### src/verilog/lhc_regs.svh
// Purpose: register offsets, field positions, reset values and constants for lhc
// Assumes: word-addressed 8-bit register index, 16-bit data
// Notes: definitions only
`ifndef LHC_REGS_SVH
`define LHC_REGS_SVH

`define LHC_REG_CTRL 8'h00
`define LHC_REG_AOUT_SEL 8'h01
`define LHC_REG_FILT 8'h02
`define LHC_REG_RANGE_BASE 8'h10
`define LHC_REG_STATUS 8'h20
`define LHC_REG_DIAG 8'h21
`define LHC_REG_AOUT 8'h22
`define LHC_REG_HEAT_PWR 8'h23
`define LHC_REG_MEAS_BASE 8'h30
`define LHC_REG_NOM_RI 8'h40
`define LHC_REG_REF_IP 8'h41

// ctrl fields
`define LHC_CTRL_MODE_LSB 0
`define LHC_CTRL_OPST_LSB 2
`define LHC_CTRL_RST 16'h0000

// status bits
`define LHC_ST_HEAT 0
`define LHC_ST_EXT 1
`define LHC_ST_SUPPLY 2
`define LHC_ST_TYPE 3
`define LHC_ST_MEASV 4

// diag bits
`define LHC_DG_RI 0
`define LHC_DG_LCTRL 1
`define LHC_DG_SHORT 2
`define LHC_DG_TYPE 3
`define LHC_DG_SUPPLY 4
`define LHC_DG_INTEG 5
`define LHC_DG_PLAUS 6

// external enable thresholds in millivolts
`define LHC_EXT_ON_MV 16'd9000
`define LHC_EXT_OFF_MV 16'd2000

// internal resistance nominal and tolerance
`define LHC_NOMINAL_INTERNAL_RESISTANCE_OHM 16'd300
`define LHC_RI_TOL_PCT 16'd10

`define LHC_WORK_TEMP_C 16'd780
`define LHC_FILT_RST 4'h4
`define LHC_NUM_MEAS 7
`define LHC_AOUT_RST 3'h0
`define LHC_RI_IDX 3'h6
`define LHC_LED_ON 1'b1

`endif

### src/verilog/lhc_pkg.sv
// Purpose: types for the heater control and diagnostic block
// Assumes: lhc_regs.svh for constants
// Notes: none
`default_nettype none
package lhc_pkg;
   typedef enum logic [1:0] {LHC_HM_OFF, LHC_HM_ON, LHC_HM_EXT, LHC_HM_RSV} lhc_heat_mode_t;
   typedef enum logic [1:0] {LHC_OP_OFF, LHC_OP_STANDBY, LHC_OP_ON, LHC_OP_RSV} lhc_opstate_t;
   typedef struct packed {
      logic [7:0] addr;
      logic [15:0] wdata;
      logic wr;
      logic rd;
   } lhc_bus_req_t;
   typedef struct packed {
      logic supply_ok;
      logic supply_low;
      logic fuse_open;
      logic cable_short;
      logic type_ok;
      logic integ_fail;
      logic selftest_bad;
   } lhc_sense_t;
   typedef struct packed {
      logic [15:0] sensor_internal_resistance;
      logic [15:0] sensor_pump_current;
      logic [15:0] o2;
      logic [15:0] fuel_air;
      logic [15:0] air_fuel;
      logic [15:0] inv_lambda;
      logic [15:0] lambda;
   } lhc_meas_t;
endpackage
`default_nettype wire

### src/verilog/lhc_core.sv
// Purpose: heater enable decision, diagnostics, filtering and output select
// Assumes: sense inputs synchronous to clk, analog levels already digitised
// Notes: registers on a plain strobe port, read data one cycle after rd
`include "lhc_regs.svh"
`timescale 1ns/10ps
`default_nettype none
// Operation
// active and supply ok enables heater
// supply out of range disables heater
// mode is master when off/standby
// external mode follows external signal
// external on at 9V, off at 2V
// between thresholds hold previous state
// mode ignored in active state
// heater curve ramps power to temperature
// flag resistance deviation beyond ten percent
// report supply, low supply is control error
// fuse open control error, shorts flagged
// cable identification gives sensor type status
// all seven quantities available together
// one quantity to analog, never resistance
// configurable iir cutoff smooths signal
// one filter setting for all outputs
// per channel lower and upper range limits
// monitor, drive led, report diagnosis
// integrity error sticks until reload
// self-test inconsistency sets plausibility error
// report detected external enable level
// no measure values when off/standby
module lhc_core (
   input wire logic clk,
   input wire logic sys_rst,
   input wire lhc_pkg::lhc_bus_req_t bus,
   output logic [15:0] rdata,
   input wire logic [15:0] ext_enable_mv,
   input wire lhc_pkg::lhc_sense_t sense,
   input wire lhc_pkg::lhc_meas_t meas_raw,
   input wire logic [15:0] sensor_temp_c,
   output logic heater_en,
   output logic [7:0] heater_power,
   output logic [15:0] analog_out,
   output logic status_led,
   output var lhc_pkg::lhc_meas_t meas_out,
   output logic meas_valid
);
   import lhc_pkg::*;

   logic [15:0] ctrl_q;
   logic [2:0] aout_sel_q;
   logic [3:0] filt_q;
   logic [15:0] rng_lo_q [0:6];
   logic [15:0] rng_hi_q [0:6];
   logic ext_on_q;
   logic heat_d;
   logic heat_q;
   logic [7:0] power_q;
   logic ri_dev;
   logic [6:0] diag_q;
   logic integ_q;
   logic plaus_q;
   logic [15:0] filt_val [0:6];
   logic [15:0] raw_val [0:6];
   logic [15:0] rdata_d;
   logic [15:0] ri_tol;
   logic meas_en;
   lhc_heat_mode_t mode;
   lhc_opstate_t opst;
   logic wr_ctrl;
   logic wr_aout_sel;
   logic wr_filt;
   logic rng_hit;
   logic meas_hit;

   assign mode = lhc_heat_mode_t'(ctrl_q[`LHC_CTRL_MODE_LSB +: 2]);
   assign opst = lhc_opstate_t'(ctrl_q[`LHC_CTRL_OPST_LSB +: 2]);
   assign meas_en = (opst == LHC_OP_ON);

   // write decode; read-only and unmapped indices match nothing here
   assign wr_ctrl = bus.wr && (bus.addr == `LHC_REG_CTRL);
   assign wr_aout_sel = bus.wr && (bus.addr == `LHC_REG_AOUT_SEL);
   assign wr_filt = bus.wr && (bus.addr == `LHC_REG_FILT);
   assign rng_hit = (bus.addr[7:4] == 4'(`LHC_REG_RANGE_BASE >> 4)) &&
                    (bus.addr[3:1] < 3'(`LHC_NUM_MEAS));
   assign meas_hit = (bus.addr[7:4] == 4'(`LHC_REG_MEAS_BASE >> 4)) &&
                     (bus.addr[3:0] < 4'(`LHC_NUM_MEAS));

   // operating state and heating mode
   always_ff @(posedge clk) begin
      if (sys_rst) begin
         ctrl_q <= `LHC_CTRL_RST;
      end else if (wr_ctrl) begin
         ctrl_q <= bus.wdata;
      end
   end

   // resistance not selectable
   // a refused select keeps the old choice, so the output never jumps
   always_ff @(posedge clk) begin
      if (sys_rst) begin
         aout_sel_q <= `LHC_AOUT_RST;
      end else if (wr_aout_sel && (bus.wdata[2:0] < `LHC_RI_IDX)) begin
         aout_sel_q <= bus.wdata[2:0];
      end
   end

   // single filter setting
   always_ff @(posedge clk) begin
      if (sys_rst) begin
         filt_q <= `LHC_FILT_RST;
      end else if (wr_filt) begin
         filt_q <= bus.wdata[3:0];
      end
   end

   // range limit storage
   always_ff @(posedge clk) begin
      if (sys_rst) begin
         for (int i = 0; i < `LHC_NUM_MEAS; i++) begin
            rng_lo_q[i] <= 16'h0000;
            rng_hi_q[i] <= 16'hffff;
         end
      end else if (bus.wr && rng_hit) begin
         if (bus.addr[0]) begin
            rng_hi_q[bus.addr[3:1]] <= bus.wdata;
         end else begin
            rng_lo_q[bus.addr[3:1]] <= bus.wdata;
         end
      end
   end

   // threshold detection
   always_ff @(posedge clk) begin
      if (sys_rst) begin
         ext_on_q <= 1'b0;
      end else if (ext_enable_mv >= `LHC_EXT_ON_MV) begin
         ext_on_q <= 1'b1;
      end else if (ext_enable_mv <= `LHC_EXT_OFF_MV) begin
         ext_on_q <= 1'b0;
      end
      // hysteresis band holds
   end

   always_comb begin
      heat_d = 1'b0;
      if (!sense.supply_ok) begin
         // supply out of range
         heat_d = 1'b0;
      end else if (opst == LHC_OP_ON) begin
         // active always heats
         // mode ignored here
         heat_d = 1'b1;
      end else begin
         // mode as master
         case (mode)
            LHC_HM_OFF: heat_d = 1'b0;
            LHC_HM_ON: heat_d = 1'b1;
            // follow external signal
            LHC_HM_EXT: heat_d = ext_on_q;
            default: heat_d = 1'b0;
         endcase
      end
   end

   always_ff @(posedge clk) begin
      if (sys_rst) begin
         heat_q <= 1'b0;
      end else begin
         heat_q <= heat_d;
      end
   end

   // ramp power until working temperature
   // stand-in curve: one step a clock, held at full scale
   always_ff @(posedge clk) begin
      if (sys_rst) begin
         power_q <= 8'h00;
      end else if (!heat_q) begin
         power_q <= 8'h00;
      end else if (sensor_temp_c >= `LHC_WORK_TEMP_C) begin
         power_q <= 8'h00;
      end else if (power_q != 8'hff) begin
         power_q <= power_q + 8'h01;
      end
   end

   // tolerance band around nominal
   // a reading exactly on a band edge still counts as in tolerance
   assign ri_tol = 16'((32'(`LHC_NOMINAL_INTERNAL_RESISTANCE_OHM) * 32'(`LHC_RI_TOL_PCT)) / 32'd100);
   assign ri_dev = (meas_raw.sensor_internal_resistance > `LHC_NOMINAL_INTERNAL_RESISTANCE_OHM + ri_tol) ||
                   (meas_raw.sensor_internal_resistance < `LHC_NOMINAL_INTERNAL_RESISTANCE_OHM - ri_tol);

   // integrity error sticks until reset by reload
   // only reset, which stands for a firmware reload, clears it
   always_ff @(posedge clk) begin
      if (sys_rst) begin
         integ_q <= 1'b0;
      end else if (sense.integ_fail) begin
         integ_q <= 1'b1;
      end
   end

   // self-test plausibility error
   always_ff @(posedge clk) begin
      if (sys_rst) begin
         plaus_q <= 1'b0;
      end else if (sense.selftest_bad) begin
         plaus_q <= 1'b1;
      end
   end

   // continuous diagnosis
   always_ff @(posedge clk) begin
      if (sys_rst) begin
         diag_q <= 7'h00;
      end else begin
         diag_q[`LHC_DG_RI] <= ri_dev && heat_q;
         // low supply or R11: blown fuse
         diag_q[`LHC_DG_LCTRL] <= sense.supply_low || sense.fuse_open;
         // cable and connector shorts
         diag_q[`LHC_DG_SHORT] <= sense.cable_short;
         // wrong sensor type from cable id
         diag_q[`LHC_DG_TYPE] <= !sense.type_ok;
         diag_q[`LHC_DG_SUPPLY] <= !sense.supply_ok;
         diag_q[`LHC_DG_INTEG] <= integ_q || sense.integ_fail;
         diag_q[`LHC_DG_PLAUS] <= plaus_q || sense.selftest_bad;
      end
   end

   // led lights on any deviation
   always_ff @(posedge clk) begin
      if (sys_rst) begin
         status_led <= 1'b0;
      end else begin
         status_led <= (diag_q != 7'h00) ? `LHC_LED_ON : ~`LHC_LED_ON;
      end
   end

   assign raw_val[0] = meas_raw.lambda;
   assign raw_val[1] = meas_raw.inv_lambda;
   assign raw_val[2] = meas_raw.air_fuel;
   assign raw_val[3] = meas_raw.fuel_air;
   assign raw_val[4] = meas_raw.o2;
   assign raw_val[5] = meas_raw.sensor_pump_current;
   assign raw_val[6] = meas_raw.sensor_internal_resistance;

   // per-quantity iir smoothing
   generate
      for (genvar g = 0; g < `LHC_NUM_MEAS; g++) begin : g_filt
         lhc_iir u_iir (
            .clk(clk),
            .sys_rst(sys_rst),
            .en(meas_en),
            .shift(filt_q),
            .din(raw_val[g]),
            .dout(filt_val[g])
         );
      end
   endgenerate

   // all quantities at once
   // nothing while off or standby
   always_ff @(posedge clk) begin
      if (sys_rst || !meas_en) begin
         meas_out <= '0;
      end else begin
         meas_out <= {filt_val[6], filt_val[5], filt_val[4], filt_val[3],
                      filt_val[2], filt_val[1], filt_val[0]};
      end
   end

   always_ff @(posedge clk) begin
      if (sys_rst) begin
         meas_valid <= 1'b0;
      end else begin
         meas_valid <= meas_en;
      end
   end

   // analog selection
   // zero rather than a stale value when idle, so a scope sees the stop
   always_ff @(posedge clk) begin
      if (sys_rst || !meas_en) begin
         analog_out <= 16'h0000;
      end else begin
         analog_out <= filt_val[aout_sel_q];
      end
   end

   always_comb begin
      rdata_d = 16'h0000;
      case (bus.addr)
         `LHC_REG_CTRL: rdata_d = ctrl_q;
         `LHC_REG_AOUT_SEL: rdata_d = {13'h0000, aout_sel_q};
         `LHC_REG_FILT: rdata_d = {12'h000, filt_q};
         // report detected external level
         `LHC_REG_STATUS: rdata_d = {11'h000, meas_en, sense.type_ok,
                                     sense.supply_ok, ext_on_q, heat_q};
         `LHC_REG_DIAG: rdata_d = {9'h000, diag_q};
         `LHC_REG_AOUT: rdata_d = analog_out;
         `LHC_REG_HEAT_PWR: rdata_d = {8'h00, power_q};
         `LHC_REG_NOM_RI: rdata_d = `LHC_NOMINAL_INTERNAL_RESISTANCE_OHM;
         `LHC_REG_REF_IP: rdata_d = 16'h0000;
         default: begin
            if (rng_hit) begin
               rdata_d = bus.addr[0] ? rng_hi_q[bus.addr[3:1]] : rng_lo_q[bus.addr[3:1]];
            end else if (meas_hit && meas_en) begin
               // measure words read zero outside the active state
               rdata_d = filt_val[bus.addr[2:0]];
            end
         end
      endcase
   end

   // back to zero after one cycle so a stale word is never taken as a reply
   always_ff @(posedge clk) begin
      if (sys_rst) begin
         rdata <= 16'h0000;
      end else if (bus.rd) begin
         rdata <= rdata_d;
      end else begin
         rdata <= 16'h0000;
      end
   end

   // registered again so the pins never glitch with the decision logic
   always_ff @(posedge clk) begin
      if (sys_rst) begin
         heater_en <= 1'b0;
      end else begin
         heater_en <= heat_q;
      end
   end

   always_ff @(posedge clk) begin
      if (sys_rst) begin
         heater_power <= 8'h00;
      end else begin
         heater_power <= power_q;
      end
   end
endmodule // lhc_core
`default_nettype wire

### src/verilog/lhc_iir.sv
// Purpose: first-order iir smoother, one per quantity
// Assumes: new sample every clock while enabled
// Notes: shift k sets cutoff; larger k smooths more
`timescale 1ns/10ps
`default_nettype none
module lhc_iir (
   input wire logic clk,
   input wire logic sys_rst,
   input wire logic en,
   input wire logic [3:0] shift,
   input wire logic [15:0] din,
   output logic [15:0] dout
);
   logic [31:0] acc_q;
   logic [31:0] acc_d;
   logic signed [32:0] diff;

   always_comb begin
      diff = $signed({1'b0, din, 16'h0000}) - $signed({1'b0, acc_q});
      acc_d = acc_q + 32'(diff >>> shift);
   end

   always_ff @(posedge clk) begin
      if (sys_rst) begin
         acc_q <= 32'h0000_0000;
      end else if (en) begin
         acc_q <= acc_d;
      end
   end

   assign dout = acc_q[31:16];
endmodule // lhc_iir
`default_nettype wire

### config.mk
export PLATFORM = sky130hd
export DESIGN_NAME = lhc_core
export DESIGN_NICKNAME = d
export VERILOG_FILES = /design/src/verilog/lhc_pkg.sv /design/src/verilog/lhc_core.sv /design/src/verilog/lhc_iir.sv
export VERILOG_INCLUDE_DIRS = /design/src /design/src/verilog
export SDC_FILE = /design/constraint.sdc
export NUM_CORES = 2
export LEC_CHECK = 0
export BUFFER_PORTS_ARGS = -buffer_cell sky130_fd_sc_hd__buf_4
export CAP_MARGIN = 40
export CELL_PAD_IN_SITES_DETAIL_PLACEMENT = 2
export CELL_PAD_IN_SITES_GLOBAL_PLACEMENT = 2
export CORE_MARGIN = 1
export CORE_UTILIZATION = 38
export DETAILED_ROUTE_END_ITERATION = 12
export PLACE_DENSITY = 0.89
export SETUP_SLACK_MARGIN = 0.2
export SYNTH_ARGS = -nofsm -noshare
export SYNTH_HDL_FRONTEND = slang
export SYNTH_SLANG_ARGS = --single-unit
### constraint.sdc
create_clock -name clk -period 7 [get_ports clk]
set_clock_uncertainty 0.1 [all_clocks]
set_input_delay 0.7 -clock clk [delete_from_list [all_inputs] [get_ports clk]]
set_output_delay 0.7 -clock clk [all_outputs]
set_load 0.1 [all_outputs]
==> run_results.csv, run 1 <==
group,metric,value,unit
run_status,status,"aborted with a tool error",
run_status,lastStage,"global routing (5_1_grt)",
run_status,error_line,"[ERROR GRT-0232] Routing congestion too high. Check the congestion heatmap in the GUI.",
clock_tree,clock_path_buffers,3,
die,die_h,385,um
die,rows,140,
logic_synthesis,yosysMostFrequentCell,"nand2_1",
logic_synthesis,async_flop_share,0,%
global_route,grt.total_usage,73.7,%
clock_tree,cts_sinks,677,
logic_synthesis,synth_area,0.0557,sq mm
logic_synthesis,ys_seq_area_share,28.3,%
logic_synthesis,synthTopCellsByCount,"860 x nand2_1, 771 x a21oi_1, 707 x nor2_1, 453 x dfxtp_1, 431 x o21ai_0",
die,start_util,38.3,%
logic_synthesis,syn_area_per_cell,7.97,sq um
logic_synthesis,yosysUniqueCellTypes,107,
logic_synthesis,synth-main-ff-cell,"dfxtp_1",
sta,postGrtWorstEndpoint,"g_filt[2].u_iir.acc_q[31]$_SDFFE_PP0P_/D",
die,io_pins,334,
clock_tree,cts_buffers,88,
logic_synthesis,synth_area_leaders,"dfxtp_1 16%, edfxtp_1 12%, ha_1 7.9%, a21oi_1 6.9%, nand2_1 5.8%",
global_route,grt_max_degree,152,
placement,routabilityCongestion,0.948,
placement,detailed_place_hpwl,204,mm
logic_synthesis,synth_cells,6996,
clock_tree,h-tree-depth,3,
clock_tree,cts_root_buf,"clkbuf_16",
sta,endpoint_type,"sequential cell input",
placement,placed_cell_area,0.0613,sq mm
global_route,antenna_found_initial,138,
logic_synthesis,synth-seq-cells,677,
logic_synthesis,yosysWarnings,0,
placement,portBuffers,331,
logic_synthesis,synth_top_area_cell,"dfxtp_1",
logic_synthesis,synth-edff-count,224,
die,dieWidth,385,um
logic_synthesis,synth_top_area_share,16.3,%
placement,dp_slack,-76.6,ps
global_route,grt_overflow,70,
==> through the flow <==
stage / std cells / setup TNS (ps)
after CTS: 9245 / 0
after detailed placement: 9074 / -213
after global placement: 9053 / 0
after floorplan: 7027 / 0
==> timing repair <==
action	4_1_cts
endpoints found under the hold margin	3
pin swaps	5
buffers inserted	6
gates cloned	0
hold buffers	3
endpoints found under the setup margin	36
gates resized for setup	55
==> layer usage <==
layer,global-route usage [%],overflow
met1,72.6,1
met2,87.8,21
met3,61.6,4
met4,72.3,44
met5,43.9,0
==> logic make-up after synthesis <==
logic type,after synthesis,share of synthesized area (%)
AND/OR/NAND/NOR,2337,19.0
multiplexers,507,11.2
XOR/XNOR,326,5.15
flip-flops,677,28.3
other,1,0.00673
AO/OA/AOI/OAI,2101,23.5
buffers and inverters,686,4.68
adder cells (fa/ha/maj),361,8.20
==> run 2, diff against run 1 <==
CELL_PAD_IN_SITES_DETAIL_PLACEMENT = not set   (was 2)
CELL_PAD_IN_SITES_GLOBAL_PLACEMENT = not set   (was 2)
CORE_UTILIZATION = 30   (was 38)
PLACE_DENSITY = not set   (was 0.89)
PLACE_DENSITY_LB_ADDON = 0.15   (was not set)
SETUP_SLACK_MARGIN = not set   (was 0.2)
==> run_results.csv, run 2 <==
group,metric,value,unit
finish,final_cells,9819,
hold_path,hold_start,"sense[2]",
global_route,first_global_vias,50800,
logic_synthesis,synth_area,0.0557,sq mm
logic_synthesis,syn_area_per_cell,7.97,sq um
drt,wirelength,230,mm
power_and_ir_drop,p_comb_share,15.6,%
die,die_area,0.188,sq mm
logic_synthesis,yosysUniqueCellTypes,107,
clock_tree,h-tree-depth,3,
sta,worstMarginPinSlew,863,ps
logic_synthesis,yosysMostFrequentCell,"nand2_1",
sta,hold_violations,0,
finish,largest-register,"g_filt.u_iir.acc_q",
clock_tree,cts_tree,"done",
die,core_region_area,0.184,sq mm
power_and_ir_drop,intPower,0.00767,W
finish,multi_input_area,0.0376,sq mm
finish,mostFrequentLayoutCells,"859 x nand2_1, 770 x a21oi_1, 701 x nor2_1",
setup_path,timing.critical_path.fanout_max,6,
global_route,grt_max_degree,115,
drt,wl_per_cell,23.4,um
logic_synthesis,synth-edff-count,224,
die,rows,157,
drt,wl_met2,104,mm
clock_tree,clk-insertion-delay-late,750,ps
global_route,grt_overflow,0,
sta,setup_tns,0,ps
power_and_ir_drop,max-vdd-ir-drop,0.179,mV
finish,top_regs,"g_filt.u_iir.acc_q: 224 flops, rng_hi_q: 128 flops, rng_lo_q: 128 flops",
power_and_ir_drop,switching_share,29.2,%
global_route,grt.total_usage,23.9,%
run_status,status,"complete, no violations",
drt,drt-pass1-iter-count,7,
placement,routabilityCongestion,0.935,
setup_path,cp.arrival,7210,ps
setup_path,required,7540,ps
clock_tree,cts_root_buf,"clkbuf_16",
logic_synthesis,synth_top_area_share,16.3,%
hold_path,hold_class,"input pin to flop",
drt,via_per_inst,5.48,
drt,ant_nets,0,
finish,largest_register_ffs,224,
setup_path,cp-end-kind,"flop",
logic_synthesis,async_flop_share,0,%
sta,rsz0062_at_grt,"false",
flow_run,cap_violations,0,
clock_tree,clock_path_buffers,3,
logic_synthesis,synth-main-ff-cell,"dfxtp_1",
finish,final_common_cell,"nand2_1",
die,io_pins,334,
logic_synthesis,synth-seq-cells,677,
placement,detailed_place_hpwl,175,mm
drt,route.top_layer_used,"met5",
die,start_util,30.3,%
placement,dp_cells,9642,
die,dieWidth,433,um
sta,period_share,95.3,%
finish,fillCellCount,19400,
global_route,grt_pass1_wl,339,mm
drt,wl_met3,12.1,mm
die,die_h,433,um
sta,max_freq,150,MHz
clock_tree,cts_sinks,677,
setup_path,cp-startpoint,"g_filt[0].u_iir.acc_q[21]",
logic_synthesis,synth_top_area_cell,"dfxtp_1",
power_and_ir_drop,clkPwrFrac,46.2,%
clock_tree,postCtsHoldBufs,0,
sta,setup_viol,0,
finish,syn_to_final_growth,17.4,%
sta,finalMaxSlewViolations,0,
global_route,antenna_found_initial,13,
placement,portBuffers,331,
setup_path,cp-start-kind,"flop",
logic_synthesis,synth_area_leaders,"dfxtp_1 16%, edfxtp_1 12%, ha_1 7.9%, a21oi_1 6.9%, nand2_1 5.8%",
logic_synthesis,synth_cells,6996,
logic_synthesis,yosysWarnings,0,
clock_tree,clk_pin_slew,60,ps
clock_tree,cts_buffers,91,
setup_path,timing.rr.start,"g_filt[0].u_iir.acc_q[21]",
logic_synthesis,ys_seq_area_share,28.3,%
drt,wl_met1,104,mm
finish,drive_above_1_share,14.1,%
sta,relSlewSlack,42.4,%
drt,vias,53800,
logic_synthesis,synthTopCellsByCount,"860 x nand2_1, 771 x a21oi_1, 707 x nor2_1, 453 x dfxtp_1, 431 x o21ai_0",
power_and_ir_drop,power.switching,0.00316,W
setup_path,crit_type,"flop to flop",
power_and_ir_drop,seqPwrFrac,38.3,%
finish,final_nets,7812,
power_and_ir_drop,cellPowerDensity,165,mW/mm^2
sta,final.min_clock_period,6670,ps
finish,seqCellArea,0.0158,sq mm
drt,initialDrtViolationCount,4724,
drt,drc,0,
power_and_ir_drop,p_leak,26.6,nW
power_and_ir_drop,total_power,0.0108,W
run 2: kinds of logic after synthesis:
logic type / Yosys count / share of synthesized area, %
simple gates: 2337 / 19.0
compound gates: 2101 / 23.5
buf+inv: 686 / 4.68
flops: 677 / 28.3
mux: 507 / 11.2
fa+ha+maj: 361 / 8.20
xor+xnor: 326 / 5.15
other cells: 1 / 0.00673
run 2: final cells by class:
cell class / instances / area share, %
well taps: 2464 / 4.71
flip-flops and latches: 677 / 24.2
repair buffers: 607 / 7.53
clock inverters: 54 / 1.04
multi-input cells: 5664 / 57.4
inverters: 231 / 1.35
clock buffers: 118 / 3.82
diodes: 4 / 0.0153
run 2: path summary, 6_finish.rpt:
| kind | to | slack [ps] | cells after the start |
|---|---|---|---|
| hold reg to reg | rng_lo_q[6][13] | 350 | 2 |
| hold / removal | diag_q[3] | 60 | 2 |
| setup reg to reg | g_filt[0].u_iir.acc_q[30] | 330 | 25 |
| setup / recovery | g_filt[0].u_iir.acc_q[30] | 330 | 25 |
run 2: critical path: stages (launching register included):
cell and delay [ps]:
dfxtp_1 510, inv_1 230, ha_1 400, a21oi_1 190, o21bai_1 130, a21oi_1 230, o211ai_2 150, a41oi_1 500
mux2i_1 330, nor3_1 90, a21oi_1 240, o21ai_0 110, a21oi_1 350, a21oi_1 130, ha_1 390, a21oi_1 200
o21ai_0 160, a2111oi_0 320, a211oi_1 150, a41oi_1 350, a21oi_1 160, a21o_1 250, a221oi_1 430, a21oi_1 150
xor2_1 170, a22o_1 180
run 2: per-layer routing:
layer | vias up | global-route usage (%)
met5 | - | 0
met4 | 6 | 10.3
met3 | 330 | 2.77
met2 | 1592 | 38.0
met1 | 25900 | 32.4
li1 | 26000 | -
run 2: power groups by stage:
stage | clock network, W | logic [W] | registers [W]
after floorplan | 0 | 0.00109 | 0.00423
after global placement | 0 | 0.00164 | 0.00423
after detailed placement | 0 | 0.00166 | 0.00423
after CTS | 0.00514 | 0.00167 | 0.00415
after global routing | 0.00529 | 0.00183 | 0.00415
final | 0.00500 | 0.00169 | 0.00415
run 2: timing repair:
item                                    in CTS  in global routing
gates resized for setup                      0                 11
endpoints found under the setup margin       0                  8
buffers inserted                             0                  1
run 2: through the flow:
step                      util (%)  cell area (sq um)  setup slack, ps  hold WS [ps]
after floorplan                  -              55900              823           325
after global placement        33.6              61800              141           339
after detailed placement      33.8              62200              206           345
after CTS                     35.6              65400              394          12.6
after global routing          35.6              65500             13.6          50.0
final                         35.6              65500              326          64.2
Power figures use the tool's default switching activity.
